[src/inc/wdt_pkg.sv]
package wdt_pkg;

    // Counter geometry and fixed reload value
    localparam int          COUNT_W        = 15;
    localparam logic [14:0] RELOAD_VALUE   = 15'h7FFF;

    // Register port geometry
    localparam int          ADDR_W         = 4;
    localparam int          DATA_W         = 16;

    // Register offsets
    localparam logic [3:0]  OFS_START      = 4'h0;
    localparam logic [3:0]  OFS_COUNT      = 4'h1;
    localparam logic [3:0]  OFS_MODE0      = 4'h2;
    localparam logic [3:0]  OFS_INT_STATUS = 4'h3;
    localparam logic [3:0]  OFS_INT_MASK   = 4'h4;
    localparam logic [3:0]  OFS_PRESCALE   = 4'h5;
    localparam logic [3:0]  OFS_PRIORITY   = 4'h6;

    // Field positions
    localparam int          MODE0_SOFT_RST_BIT = 3;
    localparam int          COUNT_RUN_BIT      = 15;
    localparam int          EVT_UNDERFLOW_BIT  = 0;
    localparam int          EVT_SOFT_RST_BIT   = 1;
    localparam int          EVT_W              = 2;
    localparam int          PRIO_W             = 3;
    localparam int          PRESCALE_W         = 8;

    // Reset values
    localparam logic [7:0]  MODE0_RESET    = 8'h00;
    localparam logic [1:0]  INT_MASK_RESET = 2'h0;
    localparam logic [7:0]  PRESCALE_RESET = 8'hFF;
    localparam logic [2:0]  PRIO_RESET     = 3'h0;
    localparam logic [2:0]  PRIO_WDT       = 3'h7;

    // Vector table entry of the watchdog interrupt (arbitrary value)
    localparam logic [19:0] WDT_VECTOR_ADDR = 20'hFFFF0;

    // Reset sequence timing
    localparam int          SEQ_TIME_NS    = 128;
    localparam int          CLK_PERIOD_NS  = 8;
    localparam int          SEQ_CYCLES     = SEQ_TIME_NS / CLK_PERIOD_NS;
    localparam logic [4:0]  SEQ_LAST       = 5'(SEQ_CYCLES - 1);

    typedef enum logic [0:0] {
        SEQ_IDLE  = 1'b0,
        SEQ_RESET = 1'b1
    } seq_state_t;

endpackage

[src/core/wdt_soft_reset.sv]
`timescale 1ns/10ps
// Function
// The watchdog is a 15-bit counter counting down while running.
// An underflow raises a watchdog interrupt request to the core.
// The watchdog request is nonmaskable; no flag or level blocks it.
// After reset the watchdog stays stopped until a start write.
// Each start write reloads 7FFFH; the written data are ignored.
// Software must write the start register before each underflow.
// Writing 1 to bit 3 of mode register 0 performs a software reset.
// The reset sequence starts at once; no instruction runs after it.
// A software reset leaves the internal RAM contents unchanged.
// Accepting the watchdog interrupt fetches its own vector entry.
// Acceptance sets priority level 7; only a true reset clears it.
// The counter steps once per prescaled tick; reset stops it.
module wdt_soft_reset
    import wdt_pkg::*;
(
    // Clock and reset
    input  wire logic               core_clk,
    input  wire logic               reset,
    input  wire logic               ce,
    // Register port
    input  wire logic [ADDR_W-1:0]  addr,
    input  wire logic [DATA_W-1:0]  wr_data,
    input  wire logic               wr_en,
    input  wire logic               rd_en,
    output logic [DATA_W-1:0]       rd_data_q,
    // Processor side
    input  wire logic               int_ack,
    output logic                    nmi_req_q,
    output logic [19:0]             vector_addr_q,
    output logic                    vector_valid_q,
    output logic [PRIO_W-1:0]       priority_level_q,
    output logic                    core_reset_q,
    output logic                    ram_keep_q,
    // Interrupt
    output logic                    irq_q
);

    // Register decode
    logic                   wr_start;
    logic                   wr_mode0;
    logic                   wr_status;
    logic                   wr_mask;
    logic                   wr_prescale;
    logic                   soft_rst_req;
    logic                   int_take;

    // Watchdog state
    logic [COUNT_W-1:0]     count_q;
    logic                   running_q;
    logic                   underflow_q;
    logic                   tick_q;

    // Control and event registers
    logic [7:0]             mode0_q;
    logic [PRESCALE_W-1:0]  prescale_q;
    logic [EVT_W-1:0]       mask_q;
    logic [EVT_W-1:0]       status_q;
    logic [EVT_W-1:0]       event_set;

    // Reset sequence
    seq_state_t             seq_state_q;
    seq_state_t             seq_state_d;
    logic [4:0]             seq_cnt_q;
    logic                   seq_active;
    logic                   seq_done;
    logic                   counter_stop;

    // Register decode; the slave never inserts wait states
    assign wr_start     = wr_en && (addr == OFS_START);
    assign wr_mode0     = wr_en && (addr == OFS_MODE0);
    assign wr_status    = wr_en && (addr == OFS_INT_STATUS);
    assign wr_mask      = wr_en && (addr == OFS_INT_MASK);
    assign wr_prescale  = wr_en && (addr == OFS_PRESCALE);
    assign soft_rst_req = wr_mode0 && wr_data[MODE0_SOFT_RST_BIT];
    assign int_take     = int_ack && nmi_req_q;

    // Reset sequence status
    assign seq_active   = (seq_state_q == SEQ_RESET);
    assign seq_done     = seq_active && (seq_cnt_q == SEQ_LAST);
    // The setting write itself already halts the counter
    assign counter_stop = seq_active || soft_rst_req;

    // Prescaled tick
    wdt_prescaler u_prescaler (
        .core_clk (core_clk),
        .reset    (reset),
        .ce       (ce),
        .run      (running_q),
        .divisor  (prescale_q),
        .tick_q   (tick_q)
    );

    // 15-bit down counter, reloaded by any start write
    wdt_counter u_counter (
        .core_clk    (core_clk),
        .reset       (reset),
        .ce          (ce),
        .stop        (counter_stop),
        .load        (wr_start),
        .tick        (tick_q),
        .count_q     (count_q),
        .running_q   (running_q),
        .underflow_q (underflow_q)
    );

    // Prescaler divisor
    always_ff @(posedge core_clk) begin
        if (reset) begin
            prescale_q <= PRESCALE_RESET;
        end else if (ce) begin
            if (wr_prescale) begin
                prescale_q <= wr_data[PRESCALE_W-1:0];
            end
        end
    end

    // Interrupt mask; it gates only irq, never the watchdog request
    always_ff @(posedge core_clk) begin
        if (reset) begin
            mask_q <= INT_MASK_RESET;
        end else if (ce) begin
            if (wr_mask) begin
                mask_q <= wr_data[EVT_W-1:0];
            end
        end
    end

    // Mode register 0
    always_ff @(posedge core_clk) begin
        if (reset) begin
            mode0_q <= MODE0_RESET;
        end else if (ce) begin
            if (wr_mode0) begin
                mode0_q                     <= wr_data[7:0];
                // Reads back as 0: the bit only launches the sequence
                mode0_q[MODE0_SOFT_RST_BIT] <= 1'b0;
            end
        end
    end

    // Event strobes, one per status bit
    always_comb begin
        event_set                    = '0;
        event_set[EVT_UNDERFLOW_BIT] = underflow_q;
        event_set[EVT_SOFT_RST_BIT]  = soft_rst_req;
    end

    // Sticky status bits, cleared by writing a one
    genvar gi;
    generate
        for (gi = 0; gi < EVT_W; gi = gi + 1) begin : g_status
            always_ff @(posedge core_clk) begin
                if (reset) begin
                    status_q[gi] <= 1'b0;
                end else if (ce) begin
                    if (event_set[gi]) begin
                        // A new event beats a clear in the same cycle
                        status_q[gi] <= 1'b1;
                    end else if (wr_status && wr_data[gi]) begin
                        status_q[gi] <= 1'b0;
                    end
                end
            end
        end
    endgenerate

    // Level interrupt of the status block
    always_ff @(posedge core_clk) begin
        if (reset) begin
            irq_q <= 1'b0;
        end else if (ce) begin
            irq_q <= |(status_q & mask_q);
        end
    end

    // Watchdog request: no mask, enable or level takes part
    always_ff @(posedge core_clk) begin
        if (reset) begin
            nmi_req_q <= 1'b0;
        end else if (ce) begin
            if (underflow_q) begin
                nmi_req_q <= 1'b1;
            end else if (int_take) begin
                nmi_req_q <= 1'b0;
            end
        end
    end

    // Priority level; the soft reset sequence leaves it alone
    always_ff @(posedge core_clk) begin
        if (reset) begin
            priority_level_q <= PRIO_RESET;
        end else if (ce) begin
            if (int_take) begin
                priority_level_q <= PRIO_WDT;
            end
        end
    end

    // Vector entry handed over with the acceptance
    always_ff @(posedge core_clk) begin
        if (reset) begin
            vector_addr_q  <= '0;
            vector_valid_q <= 1'b0;
        end else if (ce) begin
            vector_valid_q <= int_take;
            if (int_take) begin
                vector_addr_q <= WDT_VECTOR_ADDR;
            end
        end
    end

    // Reset sequence state machine
    always_comb begin
        seq_state_d = seq_state_q;
        case (seq_state_q)
            SEQ_IDLE: begin
                if (soft_rst_req) begin
                    seq_state_d = SEQ_RESET;
                end
            end
            SEQ_RESET: begin
                if (seq_done) begin
                    seq_state_d = SEQ_IDLE;
                end
            end
            default: begin
                seq_state_d = SEQ_IDLE;
            end
        endcase
    end

    always_ff @(posedge core_clk) begin
        if (reset) begin
            seq_state_q <= SEQ_IDLE;
        end else if (ce) begin
            seq_state_q <= seq_state_d;
        end
    end

    // Length of the reset sequence
    always_ff @(posedge core_clk) begin
        if (reset) begin
            seq_cnt_q <= 5'h00;
        end else if (ce) begin
            if (seq_active && !seq_done) begin
                seq_cnt_q <= seq_cnt_q + 5'h01;
            end else begin
                seq_cnt_q <= 5'h00;
            end
        end
    end

    // Core reset rises with the setting write, so nothing runs after it
    always_ff @(posedge core_clk) begin
        if (reset) begin
            core_reset_q <= 1'b0;
        end else if (ce) begin
            if (soft_rst_req) begin
                core_reset_q <= 1'b1;
            end else if (seq_done) begin
                core_reset_q <= 1'b0;
            end
        end
    end

    // This sequence never clears memory; a true reset is not ours
    always_ff @(posedge core_clk) begin
        if (reset) begin
            ram_keep_q <= 1'b0;
        end else if (ce) begin
            if (soft_rst_req) begin
                ram_keep_q <= 1'b1;
            end else if (seq_done) begin
                ram_keep_q <= 1'b0;
            end
        end
    end

    // Read data stand for exactly one cycle after the read strobe
    always_ff @(posedge core_clk) begin
        if (reset) begin
            rd_data_q <= '0;
        end else if (ce) begin
            if (rd_en) begin
                case (addr)
                    OFS_COUNT: begin
                        rd_data_q <= {running_q, count_q};
                    end
                    OFS_MODE0: begin
                        rd_data_q <= {8'h00, mode0_q};
                    end
                    OFS_INT_STATUS: begin
                        rd_data_q <= {14'h0000, status_q};
                    end
                    OFS_INT_MASK: begin
                        rd_data_q <= {14'h0000, mask_q};
                    end
                    OFS_PRESCALE: begin
                        rd_data_q <= {8'h00, prescale_q};
                    end
                    OFS_PRIORITY: begin
                        rd_data_q <= {13'h0000, priority_level_q};
                    end
                    default: begin
                        rd_data_q <= '0;
                    end
                endcase
            end else begin
                rd_data_q <= '0;
            end
        end
    end

endmodule // wdt_soft_reset

[src/core/wdt_prescaler.sv]
`timescale 1ns/10ps
module wdt_prescaler
    import wdt_pkg::*;
(
    // Clock and reset
    input  wire logic                  core_clk,
    input  wire logic                  reset,
    input  wire logic                  ce,
    // Control
    input  wire logic                  run,
    input  wire logic [PRESCALE_W-1:0] divisor,
    // Tick out
    output logic                       tick_q
);

    logic [PRESCALE_W-1:0] div_cnt_q;

    // One tick every divisor+1 cycles while the watchdog runs
    always_ff @(posedge core_clk) begin
        if (reset) begin
            div_cnt_q <= '0;
            tick_q    <= 1'b0;
        end else if (ce) begin
            if (!run) begin
                div_cnt_q <= '0;
                tick_q    <= 1'b0;
            end else if (div_cnt_q >= divisor) begin
                div_cnt_q <= '0;
                tick_q    <= 1'b1;
            end else begin
                div_cnt_q <= div_cnt_q + 8'h01;
                tick_q    <= 1'b0;
            end
        end
    end

endmodule // wdt_prescaler

[src/core/wdt_counter.sv]
`timescale 1ns/10ps
module wdt_counter
    import wdt_pkg::*;
(
    // Clock and reset
    input  wire logic               core_clk,
    input  wire logic               reset,
    input  wire logic               ce,
    // Control
    input  wire logic               stop,
    input  wire logic               load,
    input  wire logic               tick,
    // State
    output logic [COUNT_W-1:0]      count_q,
    output logic                    running_q,
    output logic                    underflow_q
);

    // Stop has priority: it comes from the reset sequence
    always_ff @(posedge core_clk) begin
        if (reset) begin
            running_q <= 1'b0;
        end else if (ce) begin
            if (stop) begin
                running_q <= 1'b0;
            end else if (load) begin
                running_q <= 1'b1;
            end
        end
    end

    always_ff @(posedge core_clk) begin
        if (reset) begin
            count_q     <= RELOAD_VALUE;
            underflow_q <= 1'b0;
        end else if (ce) begin
            underflow_q <= 1'b0;
            if (stop) begin
                count_q <= RELOAD_VALUE;
            end else if (load) begin
                count_q <= RELOAD_VALUE;
            end else if (running_q && tick) begin
                if (count_q == '0) begin
                    // Keeps counting from the top after an underflow
                    count_q     <= RELOAD_VALUE;
                    underflow_q <= 1'b1;
                end else begin
                    count_q <= count_q - 15'h0001;
                end
            end
        end
    end

endmodule // wdt_counter

[config.mk]
export PLATFORM = sky130hd
export DESIGN_NAME = wdt_soft_reset
export DESIGN_NICKNAME = d
export VERILOG_FILES = /design/src/inc/wdt_pkg.sv /design/src/core/wdt_soft_reset.sv /design/src/core/wdt_prescaler.sv /design/src/core/wdt_counter.sv
export SDC_FILE = /design/constraint.sdc
export NUM_CORES = 1
export LEC_CHECK = 0
export ABC_AREA = 0
export BUFFER_PORTS_ARGS = -buffer_cell sky130_fd_sc_hd__buf_2
export CORE_MARGIN = 2
export CORE_UTILIZATION = 55
export DETAILED_ROUTE_END_ITERATION = 8
export PLACE_DENSITY = 0.79
export SYNTH_ARGS = -nofsm -noshare
export SYNTH_HDL_FRONTEND = slang
export SYNTH_HIERARCHICAL = 1
export SYNTH_SLANG_ARGS = --single-unit
[constraint.sdc]
create_clock -name core_clk -period 2.8 [get_ports core_clk]
set_input_delay 0.14 -clock core_clk [delete_from_list [all_inputs] [get_ports core_clk]]
set_output_delay 0.14 -clock core_clk [all_outputs]
set_load 0.01 [all_outputs]
==> metrics.csv, run 1 <==
metric,value,unit
status,"finished, final reports clean",
pre-CTS setup slack,0.431,ns
Total Wirelength,9730,um
Final Setup Violations,0,
Fmax,0.415,GHz
Die X,89.2,um
Core ar.,0.00714,mm^2
Port-buffer cells,57,
Syn Std Cell Area,0.00399,mm^2
DR iter-0 viols,225,
initial antenna violation count,0,
final hold vios,0,
crit-path max FO,8,
nets,545,
gr usage total,25.0,%
H-tree Lvls,3,
postcts setup bufs,0,
HPWL Detailed,7020,um
leakage power,0.00186,uW
CP max-delay cell,or4b_1,
"Reg clk slew, reported paths",0.08,ns
Die Area,0.00796,mm^2
layout cell share with drive strength beyond 1,19.2,%
vias per cell,5.98,
number of flops mapped to enable cells by yosys,0,
Max Slew Vio Count,0,
worst setup path category,reg -> reg,
max incr delay on CP,0.54,ns
Seq cells post-synth,72,
gpl congestion,0.917,
Yosys cell types,63,
prevailing post-synth register cell,dfxtp_1,
Mean Syn Cell Area,8.44,um^2
RSZ-0062 raised after global routing,false,
period utilisation layout,86.1,%
die height,89.2,um
"Arr. time, crit path",2.68,ns
Clock Skews,0.00682,ns
area share of the largest cell type after synthesis,36.1,%
post-synth top area cell,dfxtp_1,
Bufs on Longest Clock Path,2,
initial core utilization,56.0,%
vias in the first global route,3331,
asr flop ratio synth,0,%
Slew Limit Headroom,45.0,%
routed vias,3649,
PD cells,509,mW/mm^2
GRT Residual Overflow,0,
I/O Pins,70,
gr busiest metal,met2,
Layout area overhead,10.8,%
Clock Latency Late Sink,0.35,ns
Num CTS Buffers,9,
Antenna Violating Nets Remaining,0,
# resized after CTS,0,
CP Capture Type,register,
M1 GR Usage,31.6,%
Post-Syn Instances,473,
CP Cell Sequence,"inv_1, ha_1, or4_1, a21oi_2, o311ai_1, or4b_1, a31oi_1",
Final WS setup,0.389,ns
pin count of the biggest net entering global routing,45,
CTS Hold Bufs,1,
Max-Cap Viols,0,
CP Data Required Time,3.07,ns
detailed-router iteration count before antenna repair,5,
worst vdd ir,0.230,mV
# rows,31,
startpoint types,register,
average wire per standard cell,15.9,um
met2 GRT Util,41.2,%
CTS tree,built,
Syn. warnings,6,
root buffer cell,clkbuf_8,
first-pass GRT wire length,15500,um
fillers,621,
met3 Usage GRT,4.06,%
Final Critical Period,2.41,ns
number of diodes,0,
Worst Hold Class,in -> reg,
synth top area cells,"dfxtp_1 (36%), buf_4 (4.5%), a21oi_1 (4.4%), ha_1 (4.1%), nand2_1 (3.3%)",
Setup TNS,0,ns
"Seq/Total Area, Yosys",36.1,%
remaining routing DRC violations,0,
clock tree sinks,72,
Worst-Margin Slew,0.813,ns
==> cell usage in the layout (no fill, tap or decap), types with 3 or more instances in the layout <==
cell type	Yosys	final
a31oi_1	3	3
ha_1	13	13
nand4_1	6	6
a211o_1	6	6
a21oi_1	35	35
or3_1	9	9
buf_4	24	10
or3b_1	3	3
nand3b_1	8	8
a22o_1	4	4
o21ai_0	15	15
a211oi_1	7	7
and3_1	5	5
nand2b_1	8	8
buf_2	9	57
conb_1	1	4
nor3_1	20	20
a21o_1	8	8
o32ai_1	7	7
o21a_1	3	3
or4_1	6	6
mux2i_1	10	10
nand3_1	7	7
nor2_1	32	32
nor4_1	8	8
a22oi_1	5	5
a2bb2oi_1	5	5
nand2_1	35	35
inv_1	21	21
a311oi_1	5	5
nor2b_1	21	21
clkbuf_8	0	10
nor3b_1	3	3
clkinvlp_4	0	3
dfxtp_1	72	72
==> cell type report <==
cell class / instances / area [um^2] / area share [%]
timing repair buffer: 68 / 370 / 8.37
clock buffer: 10 / 138 / 3.11
sequential: 72 / 1440 / 32.6
clock inverter: 6 / 91.3 / 2.06
inverter: 21 / 78.8 / 1.78
multi-input combinational: 334 / 2180 / 49.3
tap: 99 / 124 / 2.80
==> path summary, 6_finish.rpt <==
path | from | to | slack (ns) | depth (start not counted)
hold / removal | wr_data[7] | prescale_q[7]$_SDFFE_PP1P_ | 0.008 | 2
setup / recovery | prescale_q[2]$_SDFFE_PP1P_ | u_prescaler/div_cnt_q[5]$_SDFFE_PP0P_ | 0.39 | 7
hold reg to reg | rd_data_q[0]$_SDFFE_PP0P_ | rd_data_q[0]$_SDFFE_PP0P_ | 0.47 | 2
setup reg to reg | prescale_q[2]$_SDFFE_PP1P_ | u_prescaler/div_cnt_q[5]$_SDFFE_PP0P_ | 0.39 | 7
==> sequential cells by signal, indices dropped and copies added, names as in the netlist, 2 cells and up <==
signal and count:
rd_data_q 16, u_counter/count_q 15, prescale_q 8, u_prescaler/div_cnt_q 8, mode0_q 7, seq_cnt_q 5, mask_q 2, status_q 2
==> cells by family (layout without fill, tap and decap cells) <==
logic type      count (synthesis)  after routing  synth area share [%]
compound gates                115            115                  19.5
xor+xnor                        3              3                 0.658
fa+ha+maj                      13             13                  4.07
buf+inv                        70            105                  9.52
flops                          72             72                  36.1
mux                            12             12                  3.07
other cells                     1              4                0.0939
simple gates                  187            187                  26.9
==> worst max-delay path, delay by kind of cell (launching register included) <==
kind                     cells  cell delay [ns]
buffers and inverters        1             0.08
flip-flops                   1             0.38
AO/OA/AOI/OAI                3             0.59
AND/OR/NAND/NOR              2             1.06
adder cells (fa/ha/maj)      1             0.22
==> routing by layer <==
layer | share of wire [%] | vias up
met5 | 0 | -
met3 | 5.4 | 23
met1 | 43 | 1726
li1 | - | 1754
met4 | 2.9 | 0
met2 | 48 | 146
==> metrics by stage <==
step                      util, %  hold slack (ns)  total power, uW  cells  area [um^2]
after floorplan                 -            0.236             1270    476         4010
after global placement       58.7            0.360             1330    593         4190
after detailed placement     58.7            0.366             1340    593         4190
after CTS                    62.0         0.000527             2260    610         4430
after global routing         62.0          0.00570             2350    610         4430
final                        62.0          0.00801             2250    610         4430
==> cells in the mapped netlist, types with 3 or more instances <==
| cell type | instances |
|---|---|
| a211o_1 | 6 |
| a211oi_1 | 7 |
| a21o_1 | 8 |
| a21oi_1 | 35 |
| a22o_1 | 4 |
| a22oi_1 | 5 |
| a2bb2oi_1 | 5 |
| a311oi_1 | 5 |
| a31oi_1 | 3 |
| and3_1 | 5 |
| buf_2 | 9 |
| buf_4 | 24 |
| clkbuf_1 | 12 |
| dfxtp_1 | 72 |
| ha_1 | 13 |
| inv_1 | 21 |
| mux2i_1 | 10 |
| nand2_1 | 35 |
| nand2b_1 | 8 |
| nand3_1 | 7 |
| nand3b_1 | 8 |
| nand4_1 | 6 |
| nor2_1 | 32 |
| nor2b_1 | 21 |
| nor3_1 | 20 |
| nor3b_1 | 3 |
| nor4_1 | 8 |
| o21a_1 | 3 |
| o21ai_0 | 15 |
| o32ai_1 | 7 |
| or3_1 | 9 |
| or3b_1 | 3 |
| or4_1 | 6 |
==> report_power, final <==
group / internal, uW / switching (uW)
combinational: 88.1 / 114
sequential: 1060 / 60.9
clock: 528 / 406
No activity file was read; power rests on OpenSTA's default activity.
==> inputs of run 2 (changes only) <==
--- a/config.mk
+++ b/config.mk
@@ -8,9 +8,10 @@
 export ABC_AREA = 0
 export BUFFER_PORTS_ARGS = -buffer_cell sky130_fd_sc_hd__buf_2
 export CORE_MARGIN = 2
-export CORE_UTILIZATION = 55
+export CORE_UTILIZATION = 45
 export DETAILED_ROUTE_END_ITERATION = 8
-export PLACE_DENSITY = 0.79
+export HOLD_SLACK_MARGIN = 0.08
+export PLACE_DENSITY = 0.66
 export SYNTH_ARGS = -nofsm -noshare
 export SYNTH_HDL_FRONTEND = slang
 export SYNTH_HIERARCHICAL = 1
==> run 2 against run 1 <==
Net effect:
- count of clock-buffer cells in the layout unchanged
- combinational power barely moved
- cell count is 2.8% higher
- via count shrank 3.1%
- global-route usage fell by 4.5 points
==> metrics.csv, run 2 (same netlist as run 1, synthesis figures left out) <==
metric,value,unit
startpoint types,register,
Core ar.,0.00868,mm^2
CP Launch Point,prescale_q[2]$_SDFFE_PP1P_,
gr usage total,20.5,%
Total Wirelength,9450,um
Layout area overhead,12.3,%
H-tree Lvls,3,
HPWL Detailed,6760,um
Bufs on Longest Clock Path,2,
min-delay src,ce,
gpl congestion,0.854,
# resized after CTS,0,
Setup TNS,0,ns
Final Setup Violations,0,
Antenna Violating Nets Remaining,0,
Final Core Density,51.7,%
die height,98.2,um
vias per cell,5.64,
Die X,98.2,um
"Reg clk slew, reported paths",0.09,ns
Max-Cap Viols,0,
status,"finished, final reports clean",
CP Cell Sequence,"inv_1, ha_1, or4_1, a21oi_2, o311ai_1, or4b_1, a31oi_1",
Num CTS Buffers,9,
Register-to-Register Setup Slack,0.42,ns
Port-buffer cells,57,
Die Area,0.00965,mm^2
layout cell share with drive strength beyond 1,18.7,%
Final Critical Period,2.38,ns
pin count of the biggest net entering global routing,50,
period utilisation layout,85.1,%
root buffer cell,clkbuf_8,
DR iter-0 viols,205,
PD cells,481,mW/mm^2
I/O Pins,70,
detailed-router iteration count before antenna repair,4,
"commonest non-fill, non-tap cell in the layout",dfxtp_1,
worst vdd ir,0.225,mV
crit-path max FO,9,
most flop-heavy register,rd_data_q,
initial core utilization,46.0,%
routed vias,3536,
worst setup path category,reg -> reg,
CP max-delay cell,or4b_1,
"Arr. time, crit path",2.66,ns
clock tree sinks,72,
Storage cell area,0.00144,mm^2
RSZ-0062 raised after global routing,false,
Worst-Margin Slew,0.917,ns
Max Slew Vio Count,0,
Largest register FFs,16,
number of diodes,0,
leakage power,0.00187,uW
Worst Hold Class,in -> reg,
Final Cell Area,0.00449,mm^2
vias in the first global route,3412,
average wire per standard cell,15.1,um
Area after DPL,0.00420,mm^2
# rows,34,
RR Startpoint,prescale_q[2]$_SDFFE_PP1P_,
max incr delay on CP,0.54,ns
CP Capture Type,register,
Clock Skews,0.0172,ns
final hold vios,0,
r2r worst-path depth,7,
Hold Path Depth,3,
most frequent cells in the layout,"dfxtp_1 (72), buf_2 (57), nand2_1 (35), a21oi_1 (35), nor2_1 (32)",
Slew Limit Headroom,37.9,%
leading registers by flop count,"rd_data_q: 16 flops, u_counter/count_q: 15 flops",
initial antenna violation count,0,
remaining routing DRC violations,0,
reg-to-reg endpoint,u_prescaler/div_cnt_q[5]$_SDFFE_PP0P_,
hold endpoint,u_prescaler/tick_q$_SDFFE_PP0P_,
CP Data Required Time,3.07,ns
multi-input logic area,0.00218,mm^2
nets,553,
GRT Residual Overflow,0,
Clock Latency Late Sink,0.36,ns
fillers,823,
CTS tree,built,
first-pass GRT wire length,16200,um
Fmax,0.420,GHz
[run 2: metrics by stage]
step / setup WS (ns) / hold WS [ns] / power (uW) / std cells
floorplan: 0.698 / 0.236 / 1270 / 476
global placement: 0.400 / 0.364 / 1330 / 602
detailed placement: 0.384 / 0.373 / 1340 / 602
CTS: 0.420 / 0.239 / 2170 / 627
global route: 0.248 / 0.261 / 2260 / 627
finish: 0.417 / 0.245 / 2160 / 627
[run 2: repair_timing]
item                                   in CTS  in global routing
hold buffers                                9                  0
buffers inserted                            0                  0
endpoints found under the hold margin      16                  0
[run 2: cell type report]
type / instances / area share, %
Clock inverter: 6 / 1.53
Timing Repair Buffer: 76 / 10.0
Multi-Input combinational cell: 334 / 48.7
Sequential cell: 72 / 32.1
Inverter: 21 / 1.76
Clock buffer: 10 / 2.85
Tap cell: 108 / 3.01
[run 2: layer usage]
metal  up-vias  part of all wire (%)  wire length [um]  track usage [%]
met1      1667                    46              4350             26.8
met2        82                    48              4520             33.1
met5         -                     0                 0                0
met3         8                   5.0               472             4.94
li1       1779                     -                 -                -
met4         0                   1.1               106             7.27
[run 2: worst max-delay path by stage]
stage / to / cells past startpoint / slack [ns]
after CTS: u_prescaler/div_cnt_q[5]$_SDFFE_PP0P_ / 7 / 0.42
after global routing: u_prescaler/div_cnt_q[5]$_SDFFE_PP0P_ / 7 / 0.25
after detailed placement: u_counter/count_q[6]$_SDFFE_PP1P_ / 7 / 0.38
after floorplan: u_prescaler/div_cnt_q[7]$_SDFFE_PP0P_ / 8 / 0.70
final: u_prescaler/div_cnt_q[5]$_SDFFE_PP0P_ / 7 / 0.42
after global placement: u_counter/count_q[6]$_SDFFE_PP1P_ / 7 / 0.40
[run 2: worst max-delay path, delay by kind of cell, from the launching register on]
kind	cells	cell delay (ns)
AND/OR/NAND/NOR	2	1.07
AO/OA/AOI/OAI	3	0.59
flip-flops	1	0.38
adder cells (fa/ha/maj)	1	0.20
buffers and inverters	1	0.06
[run 2: power breakdown]
part           total [uW]  internal (uW)  switching (uW)
combinational         205           93.9             111
sequential           1120           1060            60.9
clock                 834            415             420
